==> config.mk <==
export PLATFORM = sky130hd
export DESIGN_NAME = lbbs_core
export DESIGN_NICKNAME = d
export VERILOG_FILES = /design/src/verilog/lbbs_pkg.sv /design/src/verilog/lbbs_sync.sv /design/src/verilog/lbbs_core.sv
export SDC_FILE = /design/constraint.sdc
export NUM_CORES = 1
export LEC_CHECK = 0
export BUFFER_PORTS_ARGS = -buffer_cell sky130_fd_sc_hd__buf_2
export CORE_AREA = 2 2 164 166
export CTS_CLUSTER_SIZE = 16
export DETAILED_ROUTE_END_ITERATION = 16
export DIE_AREA = 0 0 166 168
export PLACE_DENSITY_LB_ADDON = 0.25
export RECOVER_POWER = 100
export SYNTH_ARGS = -nofsm -noshare
export SYNTH_HDL_FRONTEND = slang
export SYNTH_SLANG_ARGS = --single-unit
==> constraint.sdc <==
create_clock -name clk_sys -period 3.05 [get_ports clk_sys]
set_input_delay 0.1525 -clock clk_sys [delete_from_list [all_inputs] [get_ports clk_sys]]
set_output_delay 0.1525 -clock clk_sys [all_outputs]
set_load 0.01 [all_outputs]
==> src/verilog/lbbs_pkg.sv <==
// Shared constants, states and carriers of the local bus burst signalling block.
package lbbs_pkg;

	// Bus widths.
	localparam int DAT_W = 32;
	localparam int ADR_W = 30;
	localparam int BE_W  = 4;
	localparam int ID_W  = 4;

	// Total width of the pin group that passes the input synchroniser.
	localparam int SYNC_W = 4 + BE_W + ADR_W + DAT_W + ID_W;

	// Clock and the high drive before the burst-ready line is released.
	localparam int CLK_PERIOD_PS = 8000;
	localparam int PARK_HIGH_PS  = CLK_PERIOD_PS / 2;
	localparam int PARK_HIGH_CYC = (PARK_HIGH_PS + CLK_PERIOD_PS - 1) / CLK_PERIOD_PS;
	localparam logic [1:0] PARK_HIGH_CNT = 2'(PARK_HIGH_CYC);

	// Identifier pin that carries the High Speed Write option, and its enabling level.
	localparam int   HSW_ID_BIT   = 2;
	localparam logic HSW_ON_LEVEL = 1'h1;

	// Data/code status levels; the default is the data level.
	localparam logic DC_DATA_LEVEL = 1'h1;
	localparam logic DC_CODE_LEVEL = 1'h0;
	localparam logic DC_DEFAULT    = DC_DATA_LEVEL;
	localparam logic MST_DC_AWARE  = 1'h1;

	// Pin levels.
	localparam logic PIN_HIGH = 1'h1;
	localparam logic PIN_LOW  = 1'h0;
	localparam logic [BE_W-1:0]  BE_NONE  = 4'hF;
	localparam logic [DAT_W-1:0] DAT_ZERO = 32'h0;
	localparam logic [ADR_W-1:0] ADR_ZERO = 30'h0;
	localparam logic [ID_W-1:0]  ID_ZERO  = 4'h0;

	typedef enum logic [2:0] {
		TS_IDLE  = 3'h0,
		TS_FIRST = 3'h1,
		TS_WAIT  = 3'h2,
		TS_READY = 3'h3,
		TS_PARK  = 3'h4
	} lbbs_tgt_e;

	typedef enum logic [1:0] {
		MS_IDLE   = 2'h0,
		MS_SETUP  = 2'h1,
		MS_STROBE = 2'h2,
		MS_WAIT   = 2'h3
	} lbbs_mst_e;

	// Master command from the adapter's own logic.
	typedef struct packed {
		logic [ADR_W-1:0] adr;
		logic [BE_W-1:0]  beN;
		logic [DAT_W-1:0] data;
		logic             write;
		logic             code;
	} lbbs_mst_cmd_s;

	// One write beat taken as target.
	typedef struct packed {
		logic [DAT_W-1:0] data;
		logic [BE_W-1:0]  beN;
	} lbbs_wr_s;

endpackage

==> src/verilog/lbbs_sync.sv <==
// Two-stage synchroniser for a group of pin inputs.
`timescale 1ns/1ps
`default_nettype none
module lbbs_sync #(
	parameter int W = 1
) (
	// Clock.
	input  wire logic         clk_sys,
	// Raw and synchronised levels.
	input  wire logic [W-1:0] dIn,
	output var  logic [W-1:0] dOut
);

	logic [W-1:0] meta_reg;

	// The first stage feeds only the second stage.
	always_ff @(posedge clk_sys) begin
		meta_reg <= dIn;
		dOut     <= meta_reg;
	end

endmodule
`default_nettype wire

==> src/verilog/lbbs_core.sv <==
// Local bus target and master signalling: burst ready, data bus, data/code status, identifier capture.
`timescale 1ns/1ps
`default_nettype none
// Function
// - Burst ready is driven only during a burst this adapter has claimed, otherwise left undriven.
// - Burst ready is not driven in a clock in which the address data strobe is asserted; the code blocks it only one clock after the synchronised strobe is seen.
// - The first cycle of every burst gets at least one wait state before completion is signalled.
// - Burst ready is driven high for at least half a clock before it is released.
// - Burst ready is left undriven in the first T2 state by default.
// - With High Speed Write enabled, burst ready may already be driven in the first T2 state.
// - On reads the claiming target drives the returned data onto the data bus.
// - On writes the master drives data and the byte enables mark the valid lanes.
// - During its own master cycles the adapter drives the data/code status line.
// - A master that does not tell data from code holds data/code at its default level.
// - Identifier pins are taken as valid only while the bus reset is asserted.
// - Identifier values are captured at the release of reset and the copy is used afterwards.
// - The address data strobe is one clock long, after address and status are valid, driven by the initiator.
// - Burst ready is low for one clock per beat, and a non-burst master keeps burst last low.
// - Burst ready is synchronous, and is ignored with the burst ended when local ready is seen with it.
module lbbs_core
	import lbbs_pkg::*;
(
	// Clock and bus reset.
	input  wire logic                clk_sys,
	input  wire logic                rst_n,
	// Bus pins sampled by the adapter.
	input  wire logic                adsNIn,
	input  wire logic                blastNIn,
	input  wire logic                wrRdIn,
	input  wire logic                lrdyNIn,
	input  wire logic [BE_W-1:0]     beNIn,
	input  wire logic [ADR_W-1:0]    adrIn,
	input  wire logic [DAT_W-1:0]    datIn,
	input  wire logic [ID_W-1:0]     idIn,
	// Bus pins driven by the adapter.
	output var  logic                adsNOut,
	output var  logic                adsNOe,
	output var  logic                blastNOut,
	output var  logic                blastNOe,
	output var  logic                wrRdOut,
	output var  logic                wrRdOe,
	output var  logic [BE_W-1:0]     beNOut,
	output var  logic                beNOe,
	output var  logic [ADR_W-1:0]    adrOut,
	output var  logic                adrOe,
	output var  logic                dcNOut,
	output var  logic                dcNOe,
	output var  logic                brdyNOut,
	output var  logic                brdyNOe,
	output var  logic [DAT_W-1:0]    datOut,
	output var  logic                datOe,
	// Target side toward the adapter's logic.
	input  wire logic [ADR_W-1:0]    tgtBase,
	input  wire logic [ADR_W-1:0]    tgtMask,
	input  wire logic                tgtReady,
	input  wire logic [DAT_W-1:0]    tgtRdData,
	output var  logic                tgtActive,
	output var  logic                tgtWrite,
	output var  logic [ADR_W-1:0]    tgtAdr,
	output var  logic                tgtBeat,
	output var  lbbs_wr_s            tgtWr,
	// Master side toward the adapter's logic.
	input  wire logic                mstReq,
	input  wire logic                mstGrant,
	input  wire lbbs_mst_cmd_s       mstCmd,
	output var  logic                mstBusy,
	output var  logic                mstDone,
	output var  logic [DAT_W-1:0]    mstRdData,
	// Captured host identity.
	output var  logic [ID_W-1:0]     idCpu,
	output var  logic                hswEnabled
);

	// Synchronised pin levels.
	logic [SYNC_W-1:0] syncOut;
	logic              adsS;
	logic              blastS;
	logic              wrRdS;
	logic              lrdyS;
	logic [BE_W-1:0]   beS;
	logic [ADR_W-1:0]  adrS;
	logic [DAT_W-1:0]  datS;
	logic [ID_W-1:0]   idS;

	lbbs_sync #(
		.W (SYNC_W)
	) u_sync (
		.clk_sys (clk_sys),
		.dIn     ({adsNIn, blastNIn, wrRdIn, lrdyNIn, beNIn, adrIn, datIn, idIn}),
		.dOut    (syncOut)
	);

	assign {adsS, blastS, wrRdS, lrdyS, beS, adrS, datS, idS} = syncOut;

	lbbs_tgt_e     tgt_reg;
	lbbs_tgt_e     tgt_next;
	lbbs_mst_e     mst_reg;
	lbbs_mst_e     mst_next;
	logic [1:0]    parkCnt_reg;
	lbbs_mst_cmd_s cmd_reg;
	logic          claim;
	logic          adrHit;
	logic          lanesOk;
	logic [DAT_W-1:0] wrMasked;

	assign adrHit = ((adrS & tgtMask) == (tgtBase & tgtMask));

	// Only burst cycles are claimed; single cycles complete on local ready, outside this block.
	assign claim = (adsS == PIN_LOW) && (blastS == PIN_HIGH) && adrHit && (mst_reg == MS_IDLE);

	// Target sequence.
	always_comb begin
		tgt_next = tgt_reg;
		unique case (tgt_reg)
			TS_IDLE: begin
				if (claim) begin
					tgt_next = TS_FIRST;
				end
			end
			TS_FIRST: begin
				tgt_next = TS_WAIT;
			end
			TS_WAIT: begin
				if (lrdyS == PIN_LOW) begin
					tgt_next = TS_PARK;
				end else if (tgtReady) begin
					tgt_next = TS_READY;
				end
			end
			TS_READY: begin
				if (lrdyS == PIN_LOW) begin
					tgt_next = TS_PARK;
				end else if (blastS == PIN_LOW) begin
					tgt_next = TS_PARK;
				end else if (tgtReady) begin
					tgt_next = TS_READY;
				end else begin
					tgt_next = TS_WAIT;
				end
			end
			TS_PARK: begin
				if (parkCnt_reg == PARK_HIGH_CNT) begin
					tgt_next = TS_IDLE;
				end
			end
			default: begin
				tgt_next = TS_IDLE;
			end
		endcase
	end

	always_ff @(posedge clk_sys) begin
		if (!rst_n) begin
			tgt_reg <= TS_IDLE;
		end else begin
			tgt_reg <= tgt_next;
		end
	end

	// The park count keeps the line high for the whole release interval before letting go.
	always_ff @(posedge clk_sys) begin
		if (!rst_n) begin
			parkCnt_reg <= 2'h0;
		end else if (tgt_next == TS_PARK) begin
			parkCnt_reg <= parkCnt_reg + 2'h1;
		end else begin
			parkCnt_reg <= 2'h0;
		end
	end

	// Burst ready drive. The strobe seen at the claim edge has already left the pins, so only later strobes block it.
	always_ff @(posedge clk_sys) begin
		if (!rst_n) begin
			brdyNOe  <= 1'h0;
			brdyNOut <= PIN_HIGH;
		end else begin
			brdyNOe <= ((adsS == PIN_HIGH) || (tgt_reg == TS_IDLE)) &&
				((tgt_next == TS_WAIT) || (tgt_next == TS_READY) || (tgt_next == TS_PARK) ||
				((tgt_next == TS_FIRST) && hswEnabled));
			brdyNOut <= (tgt_next == TS_READY) ? PIN_LOW : PIN_HIGH;
		end
	end

	// Claimed cycle context toward the adapter's logic.
	always_ff @(posedge clk_sys) begin
		if (!rst_n) begin
			tgtActive <= 1'h0;
			tgtWrite  <= 1'h0;
			tgtAdr    <= ADR_ZERO;
		end else begin
			tgtActive <= (tgt_next != TS_IDLE);
			if ((tgt_reg == TS_IDLE) && claim) begin
				tgtWrite <= wrRdS;
				tgtAdr   <= adrS;
			end
		end
	end

	// Only lanes whose byte enable is low carry data; the others are handed on as zero.
	always_comb begin
		wrMasked = DAT_ZERO;
		lanesOk  = (beS != BE_NONE);
		for (int i = 0; i < BE_W; i++) begin
			if (beS[i] == PIN_LOW) begin
				wrMasked[i*8 +: 8] = datS[i*8 +: 8];
			end
		end
	end

	// A beat counts only when burst ready was not overridden by local ready.
	always_ff @(posedge clk_sys) begin
		if (!rst_n) begin
			tgtBeat <= 1'h0;
			tgtWr   <= '0;
		end else begin
			tgtBeat <= (tgt_reg == TS_READY) && (lrdyS == PIN_HIGH);
			if ((tgt_reg == TS_READY) && tgtWrite && lanesOk) begin
				tgtWr.data <= wrMasked;
				tgtWr.beN  <= beS;
			end
		end
	end

	// Master sequence: address first, strobe one clock later, then wait for local ready.
	always_comb begin
		mst_next = mst_reg;
		unique case (mst_reg)
			MS_IDLE: begin
				if (mstReq && mstGrant && (tgt_reg == TS_IDLE) && !claim) begin
					mst_next = MS_SETUP;
				end
			end
			MS_SETUP: begin
				mst_next = MS_STROBE;
			end
			MS_STROBE: begin
				mst_next = MS_WAIT;
			end
			MS_WAIT: begin
				if (lrdyS == PIN_LOW) begin
					mst_next = MS_IDLE;
				end
			end
		endcase
	end

	always_ff @(posedge clk_sys) begin
		if (!rst_n) begin
			mst_reg <= MS_IDLE;
			cmd_reg <= '0;
		end else begin
			mst_reg <= mst_next;
			if ((mst_reg == MS_IDLE) && (mst_next == MS_SETUP)) begin
				cmd_reg <= mstCmd;
			end
		end
	end

	// Master pin drives, all held for the whole cycle the adapter owns.
	always_ff @(posedge clk_sys) begin
		if (!rst_n) begin
			adsNOut   <= PIN_HIGH;
			adsNOe    <= 1'h0;
			blastNOut <= PIN_LOW;
			blastNOe  <= 1'h0;
			wrRdOut   <= 1'h0;
			wrRdOe    <= 1'h0;
			beNOut    <= BE_NONE;
			beNOe     <= 1'h0;
			adrOut    <= ADR_ZERO;
			adrOe     <= 1'h0;
			dcNOut    <= DC_DEFAULT;
			dcNOe     <= 1'h0;
		end else begin
			adsNOut   <= (mst_next == MS_STROBE) ? PIN_LOW : PIN_HIGH;
			adsNOe    <= (mst_next != MS_IDLE);
			blastNOut <= PIN_LOW;
			blastNOe  <= (mst_next != MS_IDLE);
			wrRdOe    <= (mst_next != MS_IDLE);
			beNOe     <= (mst_next != MS_IDLE);
			adrOe     <= (mst_next != MS_IDLE);
			dcNOe     <= (mst_next != MS_IDLE);
			if (mst_next == MS_SETUP) begin
				wrRdOut <= mstCmd.write;
				beNOut  <= mstCmd.beN;
				adrOut  <= mstCmd.adr;
				if (MST_DC_AWARE) begin
					dcNOut <= mstCmd.code ? DC_CODE_LEVEL : DC_DATA_LEVEL;
				end else begin
					dcNOut <= DC_DEFAULT;
				end
			end
		end
	end

	// Data bus: target read data or master write data, never both at once.
	always_ff @(posedge clk_sys) begin
		if (!rst_n) begin
			datOe  <= 1'h0;
			datOut <= DAT_ZERO;
		end else if ((tgt_next == TS_READY) && !tgtWrite) begin
			datOe  <= 1'h1;
			datOut <= tgtRdData;
		end else if ((mst_next != MS_IDLE) && ((mst_next == MS_SETUP) ? mstCmd.write : cmd_reg.write)) begin
			datOe  <= 1'h1;
			datOut <= (mst_next == MS_SETUP) ? mstCmd.data : cmd_reg.data;
		end else begin
			datOe  <= 1'h0;
			datOut <= DAT_ZERO;
		end
	end

	// Master results.
	always_ff @(posedge clk_sys) begin
		if (!rst_n) begin
			mstBusy   <= 1'h0;
			mstDone   <= 1'h0;
			mstRdData <= DAT_ZERO;
		end else begin
			mstBusy <= (mst_next != MS_IDLE);
			mstDone <= (mst_reg == MS_WAIT) && (lrdyS == PIN_LOW);
			if ((mst_reg == MS_WAIT) && (lrdyS == PIN_LOW) && !cmd_reg.write) begin
				mstRdData <= datS;
			end
		end
	end

	// The identifier copy follows the pins only while reset is held, so it freezes at release.
	always_ff @(posedge clk_sys) begin
		if (!rst_n) begin
			idCpu      <= idS;
			hswEnabled <= (idS[HSW_ID_BIT] == HSW_ON_LEVEL);
		end
	end

endmodule
`default_nettype wire

==> flow_results.xml, run 1 <==
<?xml version="1.0" encoding="UTF-8"?>
<metrics>
  <group name="outcome">
    <metric name="status" unit="">complete, but fails checks</metric>
    <metric name="violations" unit="">capacitance limit, slew limit</metric>
  </group>
  <group name="yosys">
    <metric name="synth-warning-count" unit="">0</metric>
    <metric name="post_synth_top_area_cell" unit="">dfxtp_1</metric>
    <metric name="synth_edf_count" unit="">4</metric>
    <metric name="ys_top_cells_by_area" unit="">dfxtp_1 61%, mux2i_1 8.1%, nand2_1 8.1%</metric>
    <metric name="synth_cells" unit="">1159</metric>
    <metric name="synth_fp_nets" unit="">1399</metric>
    <metric name="synth_commonest_cells" unit="">363 x dfxtp_1, 256 x nand2_1, 96 x mux2i_1</metric>
    <metric name="synth_async_sr_flop_share" unit="%">0</metric>
    <metric name="ys_ff_latch" unit="">367</metric>
    <metric name="synth.most_common_cell" unit="">dfxtp_1</metric>
    <metric name="synthDominantCellAreaShare" unit="%">61.2</metric>
    <metric name="ys_seq_area_share" unit="%">62.2</metric>
    <metric name="syn_area_per_cell" unit="sq um">10.3</metric>
    <metric name="dominantRegCellSynth" unit="">dfxtp_1</metric>
    <metric name="yosysUniqueCellTypes" unit="">44</metric>
    <metric name="synthesis.area" unit="sq um">11900</metric>
  </group>
  <group name="clocking">
    <metric name="cts.htree.levels" unit="">2</metric>
    <metric name="post_cts_resized" unit="">0</metric>
    <metric name="tritoncts.num_buffers" unit="">38</metric>
    <metric name="clk_transition_reported_paths" unit="ns">0.06</metric>
    <metric name="cts_num_sinks" unit="">367</metric>
    <metric name="cts_max_path_buffers" unit="">3</metric>
    <metric name="tritoncts" unit="">done</metric>
    <metric name="worstSkewPairLatency" unit="ns">0.53</metric>
    <metric name="root_buffer" unit="">clkbuf_16</metric>
  </group>
  <group name="global_routing">
    <metric name="grt_first_pass_wirelength" unit="mm">55.4</metric>
    <metric name="grtUsageTotal" unit="%">24.7</metric>
    <metric name="grt_start_max_net_pins" unit="">201</metric>
    <metric name="antenna_found_initial" unit="">3</metric>
    <metric name="gr-total-overflow" unit="">0</metric>
    <metric name="vias_in_the_first_global_route" unit="">10473</metric>
  </group>
  <group name="route">
    <metric name="via_count" unit="">10499</metric>
    <metric name="routed_via_density" unit="">4.97</metric>
    <metric name="drt-initial-drc-count" unit="">784</metric>
    <metric name="wirelength_per_cell" unit="microns">17.0</metric>
    <metric name="routed_wl" unit="mm">36.0</metric>
    <metric name="drc" unit="">0</metric>
    <metric name="drt.antenna.violating_nets" unit="">0</metric>
    <metric name="detail_route.first_pass.iterations" unit="">5</metric>
  </group>
  <group name="floorplanning">
    <metric name="die-width" unit="microns">166</metric>
    <metric name="fp-row-count" unit="">60</metric>
    <metric name="die_area" unit="sq um">27900</metric>
    <metric name="die_h" unit="microns">168</metric>
    <metric name="initial_utilization" unit="%">45.1</metric>
    <metric name="core_area" unit="sq um">26400</metric>
    <metric name="ios" unit="">426</metric>
  </group>
  <group name="worst_hold_path">
    <metric name="hold_path_class" unit="">input port to flop</metric>
  </group>
  <group name="flow_run">
    <metric name="maxCapViolCount" unit="">2</metric>
  </group>
  <group name="timing">
    <metric name="worst_slew_pin_slew" unit="ns">2.07</metric>
    <metric name="worst_clock_skew" unit="ns">0.0200</metric>
    <metric name="fmax" unit="MHz">353</metric>
    <metric name="post-route-min-period" unit="ns">2.83</metric>
    <metric name="maxSlewViolCount" unit="">280</metric>
    <metric name="relSlewSlack" unit="%">-37.8</metric>
    <metric name="setup_total_negative_slack" unit="ns">0</metric>
    <metric name="rsz0062_at_grt" unit="">false</metric>
    <metric name="finalSetupViolCount" unit="">0</metric>
    <metric name="number_of_failing_hold_endpoints_at_the_final_stage" unit="">0</metric>
    <metric name="finalCritPeriodShare" unit="%">92.9</metric>
  </group>
  <group name="cells_and_area">
    <metric name="final_nets" unit="">1983</metric>
    <metric name="final_core_utilization" unit="%">64.6</metric>
    <metric name="area_of_combinational_cells_with_multiple_inputs" unit="sq um">4060</metric>
    <metric name="ff_latch_area" unit="sq um">7390</metric>
    <metric name="syn_to_final_growth" unit="%">43.3</metric>
    <metric name="fillers" unit="">2161</metric>
    <metric name="final_layout_size_suffix_gt1_share" unit="%">17.9</metric>
  </group>
  <group name="power">
    <metric name="worst_ir_drop_vdd" unit="mV">0.539</metric>
    <metric name="power-per-cell-area" unit="nW/um^2">612</metric>
    <metric name="p_leak" unit="nW">6.91</metric>
  </group>
  <group name="setup_path">
    <metric name="timing.critical_path.buf_inv" unit="">3</metric>
    <metric name="crit_fanout" unit="">44</metric>
    <metric name="cp_cell_sequence" unit="">xor2_1 &gt; a22oi_1 &gt; nand3_1 &gt; nor4_4 &gt; buf_4 &gt; clkbuf_1 &gt; nor2_4 &gt; buf_6 &gt; mux2i_1</metric>
    <metric name="timing.setup.critical_path_class" unit="">flop to flop</metric>
    <metric name="timing.critical_path.slowest_stage_cell" unit="">nor2_4</metric>
    <metric name="critical_path.startpoint_type" unit="">flop</metric>
    <metric name="kind_of_end_point_of_the_critical_path" unit="">flop</metric>
    <metric name="critPathArrivalTime" unit="ns">3.28</metric>
    <metric name="worst_path_dominant_cell_family" unit="">simple AND/OR/NAND/NOR gates</metric>
    <metric name="timing.critical_path.slowest_cell_delay" unit="ns">0.61</metric>
    <metric name="crit_required" unit="ns">3.50</metric>
  </group>
  <group name="placement">
    <metric name="place.detailed.hpwl" unit="mm">22.9</metric>
    <metric name="port_buffers" unit="">424</metric>
    <metric name="place.gp.congestion" unit="">0.915</metric>
  </group>
</metrics>
## power breakdown
| group | switching [mW] | internal (mW) | leakage, nW |
|---|---|---|---|
| sequential | 0.0839 | 4.98 | 3.03 |
| clock | 1.88 | 2.68 | 0.605 |
| combinational | 0.391 | 0.409 | 3.28 |
| total | 2.35 | 8.07 | 6.91 |
## kinds of logic (layout without fill, tap and decap cells)
family | Yosys count | in the layout | synth area share [%]
AOI/OAI and AO/OA | 184 | 184 | 9.53
xor gates and xnor gates | 30 | 30 | 2.21
adders and majority gates | 1 | 1 | 0.105
buffers and inverters | 94 | 702 | 3.74
DFF | 367 | 367 | 62.2
muxes | 96 | 96 | 8.09
other | 1 | 4 | 0.0316
and+or+nand+nor | 386 | 386 | 14.1
## layer usage
layer / track usage, % / part of all wire, % / vias to the layer above
met5: 0 / 0 / -
met4: 10.3 / 4.3 / 0
met3: 5.38 / 6.8 / 99
met2: 43.2 / 48 / 444
met1: 29.3 / 40 / 4889
li1: - / - / 5067
## cells in the final DEF (no fill, tap or decap), drive strengths merged, types with 2 or more instances in the layout
cell / instances
clkbuf: 251
a22oi: 65
inv: 11
xor2: 30
mux2i: 96
buf: 247
nor3b: 25
nand3: 35
dlygate4sd3: 182
diode: 3
clkinv: 8
or2: 2
bufinv: 2
o211ai: 4
nor2: 45
nand2: 256
and2: 2
nand4: 8
a21oi: 62
nor3: 3
nor4: 2
a31o: 2
a21o: 2
o21ai: 41
edfxtp: 4
dfxtp: 363
nor2b: 3
o21a: 2
## layout make-up
class | count | share of cell area (%)
Multi-Input combinational cell | 698 | 23.8
Clock buffer | 54 | 6.41
Antenna cell | 3 | 0.0441
Sequential cell | 367 | 43.4
Clock inverter | 10 | 0.882
Inverter | 12 | 0.265
Timing Repair Buffer | 626 | 22.7
Tap cell | 341 | 2.51
## path summary, 6_finish.rpt
| kind | from | endpoint | slack [ns] | cells after the start |
|---|---|---|---|---|
| max | u_sync.dOut[39]$_DFF_P_ | adrOut[4]$_SDFFE_PN0P_ | 0.22 | 9 |
| min reg2reg | u_sync.meta_reg[42]$_DFF_P_ | u_sync.dOut[42]$_DFF_P_ | 0.32 | 0 |
| max reg2reg | u_sync.dOut[39]$_DFF_P_ | adrOut[4]$_SDFFE_PN0P_ | 0.22 | 9 |
| min | tgtReady | tgt_reg[0]$_SDFF_PN0_ | 0.15 | 3 |
## stage by stage
step	instance area [sq um]	hold WS, ns	instances	setup WS (ns)	power, mW
after floorplan	11900	0.180	1159	0.863	5.48
after global placement	14200	0.254	1860	0.425	5.78
after detailed placement	14200	0.256	1860	0.390	5.79
after CTS	17300	0.121	2106	0.0289	10.5
after global routing	17000	0.162	2110	0.0470	10.8
final	17000	0.152	2111	0.217	10.4
## tightest hold or removal path, cell delays in order
cell       delay, ns
buf_2           0.10
o2111ai_1       0.27
a21oi_1         0.11
## what timing repair did
action | 4_1_cts | 5_1_grt
setup buffers | 0 | 2
endpoints found under the setup margin | 0 | 8
hold buffers | 182 | 0
endpoints found under the hold margin | 174 | 0
No activity file was read; power rests on OpenSTA's default activity.
==> inputs of run 2 (changes only) <==
Settings changed: CTS_BUF_LIST set to sky130_fd_sc_hd__clkbuf_16.
==> flow_results.xml, run 2 (same netlist as run 1, synthesis figures left out) <==
<?xml version="1.0" encoding="UTF-8"?>
<metrics>
  <group name="timing">
    <metric name="relSlewSlack" unit="%">-38.6</metric>
    <metric name="timing.final.ws_setup" unit="ns">0.213</metric>
    <metric name="maxSlewViolCount" unit="">280</metric>
    <metric name="rsz0062_at_grt" unit="">false</metric>
    <metric name="fmax" unit="MHz">352</metric>
    <metric name="post-route-min-period" unit="ns">2.84</metric>
    <metric name="worst_slew_pin_slew" unit="ns">2.08</metric>
    <metric name="finalSetupViolCount" unit="">0</metric>
    <metric name="setup_total_negative_slack" unit="ns">0</metric>
    <metric name="number_of_failing_hold_endpoints_at_the_final_stage" unit="">0</metric>
    <metric name="worst_clock_skew" unit="ns">0.0209</metric>
    <metric name="finalCritPeriodShare" unit="%">93.0</metric>
  </group>
  <group name="global_routing">
    <metric name="grt_start_max_net_pins" unit="">201</metric>
    <metric name="grtUsageTotal" unit="%">24.7</metric>
    <metric name="grt_first_pass_wirelength" unit="mm">55.3</metric>
    <metric name="vias_in_the_first_global_route" unit="">10452</metric>
    <metric name="gr-total-overflow" unit="">0</metric>
    <metric name="antenna_found_initial" unit="">3</metric>
  </group>
  <group name="clocking">
    <metric name="post_cts_resized" unit="">0</metric>
    <metric name="tritoncts" unit="">done</metric>
    <metric name="worstSkewPairLatency" unit="ns">0.53</metric>
    <metric name="cts_num_sinks" unit="">367</metric>
    <metric name="root_buffer" unit="">clkbuf_16</metric>
    <metric name="cts_max_path_buffers" unit="">3</metric>
    <metric name="tritoncts.num_buffers" unit="">38</metric>
    <metric name="cts.htree.levels" unit="">2</metric>
    <metric name="clk_transition_reported_paths" unit="ns">0.06</metric>
  </group>
  <group name="floorplanning">
    <metric name="die-width" unit="microns">166</metric>
    <metric name="initial_utilization" unit="%">45.1</metric>
    <metric name="die_h" unit="microns">168</metric>
    <metric name="core_area" unit="sq um">26400</metric>
    <metric name="fp-row-count" unit="">60</metric>
    <metric name="ios" unit="">426</metric>
    <metric name="die_area" unit="sq um">27900</metric>
  </group>
  <group name="route">
    <metric name="drt-initial-drc-count" unit="">772</metric>
    <metric name="detail_route.first_pass.iterations" unit="">5</metric>
    <metric name="routed_via_density" unit="">4.96</metric>
    <metric name="drc" unit="">0</metric>
    <metric name="wirelength_per_cell" unit="microns">17.0</metric>
    <metric name="via_count" unit="">10477</metric>
    <metric name="routed_wl" unit="mm">36.0</metric>
    <metric name="drt.antenna.violating_nets" unit="">0</metric>
  </group>
  <group name="placement">
    <metric name="place.detailed.hpwl" unit="mm">22.9</metric>
    <metric name="place.gp.congestion" unit="">0.915</metric>
    <metric name="dpl-instance-area" unit="sq um">14200</metric>
    <metric name="port_buffers" unit="">424</metric>
    <metric name="dp_cells" unit="">1860</metric>
    <metric name="place_worst_setup_slack" unit="ns">0.390</metric>
  </group>
  <group name="cells_and_area">
    <metric name="final_core_utilization" unit="%">64.3</metric>
    <metric name="final_nets" unit="">1983</metric>
    <metric name="final_layout_size_suffix_gt1_share" unit="%">17.5</metric>
    <metric name="layout.cell_area.non_filler" unit="sq um">16900</metric>
    <metric name="layout.cells.most_common" unit="">dfxtp_1</metric>
    <metric name="syn_to_final_growth" unit="%">42.6</metric>
    <metric name="layout_common_cells" unit="">363 x dfxtp_1, 256 x nand2_1, 233 x buf_2</metric>
    <metric name="finish.cell_count_without_fillers" unit="">2111</metric>
  </group>
  <group name="power">
    <metric name="worst_ir_drop_vdd" unit="mV">0.538</metric>
    <metric name="power-per-cell-area" unit="nW/um^2">601</metric>
    <metric name="p_leak" unit="nW">6.90</metric>
  </group>
  <group name="outcome">
    <metric name="status" unit="">complete, but fails checks</metric>
    <metric name="violations" unit="">capacitance limit, slew limit</metric>
  </group>
  <group name="setup_path">
    <metric name="crit_fanout" unit="">44</metric>
    <metric name="timing.critical_path.slowest_stage_cell" unit="">nor2_4</metric>
    <metric name="critical_path.startpoint_type" unit="">flop</metric>
    <metric name="kind_of_end_point_of_the_critical_path" unit="">flop</metric>
    <metric name="timing.setup.critical_path_class" unit="">flop to flop</metric>
    <metric name="timing.critical_path.slowest_cell_delay" unit="ns">0.59</metric>
    <metric name="critPathArrivalTime" unit="ns">3.28</metric>
    <metric name="crit_required" unit="ns">3.49</metric>
    <metric name="cp_cell_sequence" unit="">xor2_1 &gt; a22oi_1 &gt; nand3_1 &gt; nor4_4 &gt; buf_4 &gt; clkbuf_1 &gt; nor2_4 &gt; buf_6 &gt; mux2i_1</metric>
  </group>
  <group name="worst_hold_path">
    <metric name="hold_path_class" unit="">input port to flop</metric>
  </group>
  <group name="flow_run">
    <metric name="maxCapViolCount" unit="">2</metric>
  </group>
</metrics>
run 2: changes by cell type in the layout (fill, tap and decap cells not counted), sizes merged:
cell / previous run / this run
clkbuf: 251 / 235
clkinv: 8 / 16
inv: 11 / 19
run 2: power breakdown:
| group | total [mW] | switching, mW | internal, mW |
|---|---|---|---|
| clock network | 4.31 | 1.87 | 2.45 |
| registers | 5.07 | 0.0834 | 4.98 |
| logic | 0.800 | 0.392 | 0.409 |
| total | 10.2 | 2.34 | 7.84 |
run 2: repair_timing:
action	4_1_cts	5_1_grt
endpoints found under the hold margin	174	0
hold buffers	182	0
setup buffers	0	2
endpoints found under the setup margin	0	8
run 2: area by class of cell:
class / count / area [sq um]
Antenna cell: 3 / 7.51
Tap cell: 341 / 427
Inverter: 12 / 45.0
Sequential cell: 367 / 7390
Multi-Input combinational cell: 698 / 4060
Clock inverter: 26 / 210
Timing Repair Buffer: 626 / 3860
Clock buffer: 38 / 951
Fill cell: 2165 / 9410
run 2: layer usage:
layer / vias up / wire length (microns) / track usage, %
li1: 5075 / - / -
met1: 4879 / 14600 / 29.4
met2: 428 / 17400 / 42.9
met3: 95 / 2360 / 5.52
met4: 0 / 1550 / 10.6
met5: - / 0 / 0
run 2: worst paths after layout:
| check | from | end | slack (ns) | depth (start not counted) |
|---|---|---|---|---|
| setup / recovery | u_sync.dOut[39]$_DFF_P_ | adrOut[25]$_SDFFE_PN0P_ | 0.21 | 9 |
| hold / removal | tgtReady | tgt_reg[0]$_SDFF_PN0_ | 0.16 | 3 |
| setup reg to reg | u_sync.dOut[39]$_DFF_P_ | adrOut[25]$_SDFFE_PN0P_ | 0.21 | 9 |
| hold reg to reg | u_sync.meta_reg[42]$_DFF_P_ | u_sync.dOut[42]$_DFF_P_ | 0.32 | 0 |
run 2: through the flow:
stage	hold WS [ns]	total power, mW
2_1_floorplan	0.180	5.48
3_3_place_gp	0.254	5.78
3_5_place_dp	0.256	5.79
4_1_cts	0.121	10.3
5_1_grt	0.163	10.6
6_report	0.156	10.2
run 2: critical path, delay by kind of cell (launching register included):
family / cells / cell delay [ns]
AND/OR/NAND/NOR: 3 / 0.84
buffers and inverters: 3 / 0.81
XOR/XNOR: 1 / 0.29
multiplexers: 1 / 0.29
AO/OA/AOI/OAI: 1 / 0.11
flip-flops: 1 / 0.35
==> inputs of run 3 (changes only) <==
Settings changed: CORE_AREA 2 2 164 166 to 2 2 167 169, DIE_AREA 0 0 166 168 to 0 0 169 171.
Clock period 3.05 ns to 3.3 ns, I/O delays scaled along.
==> flow_results.xml, run 3 (same netlist as run 1, synthesis figures left out) <==
<?xml version="1.0" encoding="UTF-8"?>
<metrics>
  <group name="route">
    <metric name="drt-initial-drc-count" unit="">759</metric>
    <metric name="wl_met1" unit="mm">14.4</metric>
    <metric name="routed_via_density" unit="">4.94</metric>
    <metric name="via_count" unit="">10522</metric>
    <metric name="met3WireLength" unit="mm">2.71</metric>
    <metric name="detail_route.first_pass.iterations" unit="">6</metric>
    <metric name="drt.antenna.violating_nets" unit="">0</metric>
    <metric name="highest-signal-layer" unit="">met4</metric>
    <metric name="wirelength_per_cell" unit="microns">17.1</metric>
    <metric name="wl_met2" unit="mm">17.7</metric>
    <metric name="routed_wl" unit="mm">36.3</metric>
    <metric name="drc" unit="">0</metric>
  </group>
  <group name="cells_and_area">
    <metric name="final_nets" unit="">1993</metric>
    <metric name="final_core_utilization" unit="%">62.6</metric>
    <metric name="syn_to_final_growth" unit="%">44.1</metric>
    <metric name="layout_common_cells" unit="">363 x dfxtp_1, 256 x nand2_1, 235 x buf_2</metric>
    <metric name="layout.cells.most_common" unit="">dfxtp_1</metric>
    <metric name="layout.cell_area.non_filler" unit="sq um">17100</metric>
    <metric name="final_layout_size_suffix_gt1_share" unit="%">17.2</metric>
  </group>
  <group name="power">
    <metric name="p_leak" unit="nW">7.03</metric>
    <metric name="power-per-cell-area" unit="nW/um^2">557</metric>
    <metric name="worst_ir_drop_vdd" unit="mV">0.547</metric>
  </group>
  <group name="outcome">
    <metric name="violations" unit="">capacitance limit, slew limit</metric>
    <metric name="status" unit="">complete, but fails checks</metric>
  </group>
  <group name="global_routing">
    <metric name="grtUsageTotal" unit="%">23.8</metric>
    <metric name="grt_first_pass_wirelength" unit="mm">54.2</metric>
    <metric name="grt_start_max_net_pins" unit="">79</metric>
    <metric name="antenna_found_initial" unit="">1</metric>
    <metric name="vias_in_the_first_global_route" unit="">10418</metric>
    <metric name="gr-total-overflow" unit="">0</metric>
  </group>
  <group name="setup_path">
    <metric name="timing.setup.critical_path_class" unit="">flop to flop</metric>
    <metric name="timing.critical_path.slowest_stage_cell" unit="">or4b_1</metric>
    <metric name="cp_cell_sequence" unit="">or4b_1 &gt; a21oi_1 &gt; nand4_1 &gt; nor4_4 &gt; or2_2 &gt; buf_4 &gt; o21ai_0 &gt; dlygate4sd3_1</metric>
    <metric name="timing.critical_path.buf_inv" unit="">2</metric>
    <metric name="kind_of_end_point_of_the_critical_path" unit="">flop</metric>
    <metric name="worst_path_dominant_cell_family" unit="">simple AND/OR/NAND/NOR gates</metric>
    <metric name="critical_path.startpoint_type" unit="">flop</metric>
    <metric name="crit_required" unit="ns">3.71</metric>
    <metric name="timing.critical_path.slowest_cell_delay" unit="ns">0.61</metric>
    <metric name="crit_fanout" unit="">40</metric>
    <metric name="critPathArrivalTime" unit="ns">3.49</metric>
  </group>
  <group name="clocking">
    <metric name="clk_transition_reported_paths" unit="ns">0.06</metric>
    <metric name="cts_num_sinks" unit="">367</metric>
    <metric name="tritoncts.num_buffers" unit="">37</metric>
    <metric name="worstSkewPairLatency" unit="ns">0.53</metric>
    <metric name="tritoncts" unit="">done</metric>
    <metric name="root_buffer" unit="">clkbuf_16</metric>
    <metric name="cts.htree.levels" unit="">2</metric>
    <metric name="cts_max_path_buffers" unit="">3</metric>
  </group>
  <group name="floorplanning">
    <metric name="fp-row-count" unit="">61</metric>
    <metric name="die-width" unit="microns">169</metric>
    <metric name="die_h" unit="microns">171</metric>
    <metric name="core_area" unit="sq um">27300</metric>
    <metric name="ios" unit="">426</metric>
    <metric name="die_area" unit="sq um">28900</metric>
    <metric name="initial_utilization" unit="%">43.5</metric>
  </group>
  <group name="timing">
    <metric name="finalSetupViolCount" unit="">0</metric>
    <metric name="worst_clock_skew" unit="ns">0.00996</metric>
    <metric name="number_of_failing_hold_endpoints_at_the_final_stage" unit="">0</metric>
    <metric name="setup_total_negative_slack" unit="ns">0</metric>
    <metric name="worst_slew_pin_slew" unit="ns">1.72</metric>
    <metric name="finalCritPeriodShare" unit="%">93.6</metric>
    <metric name="maxSlewViolCount" unit="">79</metric>
    <metric name="rsz0062_at_grt" unit="">false</metric>
    <metric name="fmax" unit="MHz">324</metric>
    <metric name="relSlewSlack" unit="%">-15.0</metric>
    <metric name="timing.final.ws_setup" unit="ns">0.212</metric>
    <metric name="post-route-min-period" unit="ns">3.09</metric>
  </group>
  <group name="flow_run">
    <metric name="maxCapViolCount" unit="">1</metric>
  </group>
  <group name="placement">
    <metric name="place.gp.congestion" unit="">0.911</metric>
    <metric name="place_worst_setup_slack" unit="ns">0.765</metric>
    <metric name="dpl-instance-area" unit="sq um">14200</metric>
    <metric name="port_buffers" unit="">424</metric>
    <metric name="place.detailed.hpwl" unit="mm">23.0</metric>
  </group>
  <group name="worst_hold_path">
    <metric name="hold_path_class" unit="">input port to flop</metric>
  </group>
</metrics>
==> run 3: cell count changes in the layout (fill, tap and decap cells not counted), moves of 2 or more <==
cell / delta
buf_2: +2
buf_4: -2
bufinv_16: +2
clkbuf_1: -2
dlygate4sd3_1: +15
inv_1: +3
==> run 3: per-layer routing <==
metal,track usage (%),vias to the layer above
met1,27.1,4937
met3,6.48,92
met4,10.2,0
met2,41.9,402
met5,0,-
li1,-,5091
==> run 3: worst paths after layout <==
| kind | slack (ns) | start | depth (start not counted) | endpoint |
|---|---|---|---|---|
| hold reg to reg | 0.32 | u_sync.meta_reg[70]$_DFF_P_ | 0 | u_sync.dOut[70]$_DFF_P_ |
| setup / recovery | 0.21 | mst_reg[1]$_SDFF_PN0_ | 8 | datOut[3]$_SDFF_PN0_ |
| hold / removal | 0.18 | tgtReady | 3 | tgt_reg[0]$_SDFF_PN0_ |
| setup reg to reg | 0.21 | mst_reg[1]$_SDFF_PN0_ | 8 | datOut[3]$_SDFF_PN0_ |
==> run 3: final cells by class <==
class,instances,area (sq um)
multi-input cells,698,4050
diodes,2,5.00
clock buffers,37,926
fillers,2297,10200
inverters,12,45.0
flip-flops and latches,367,7390
well taps,346,433
repair buffers,637,3990
clock inverters,29,278
==> run 3: repair_timing <==
action	CTS	global route
buffers inserted	0	0
resized for setup	0	0
endpoints found under the hold margin	173	0
hold buffers	197	0
==> run 3: worst register-to-register path, stage by stage, from the launching register on <==
cell and delay, ns:
dfxtp_1 0.34, or4b_1 0.62, a21oi_1 0.16, nand4_1 0.15, nor4_4 0.36, or2_2 0.17
buf_4 0.37, o21ai_0 0.21, dlygate4sd3_1 0.60
==> run 3: through the flow <==
step                instances  total power [mW]  hold WS [ns]
global route             2127              9.87         0.223
global placement         1863              5.34         0.267
finish                   2128              9.54         0.183
CTS                      2126              9.62        0.0576
detailed placement       1863              5.35         0.269
floorplan                1159              5.07         0.193
==> run 3: where the power goes <==
part | leakage (nW) | internal [mW] | switching, mW
Clock | 0.622 | 2.38 | 1.73
Sequential | 3.03 | 4.60 | 0.0803
Combinational | 3.38 | 0.378 | 0.364
Total | 7.03 | 7.36 | 2.18
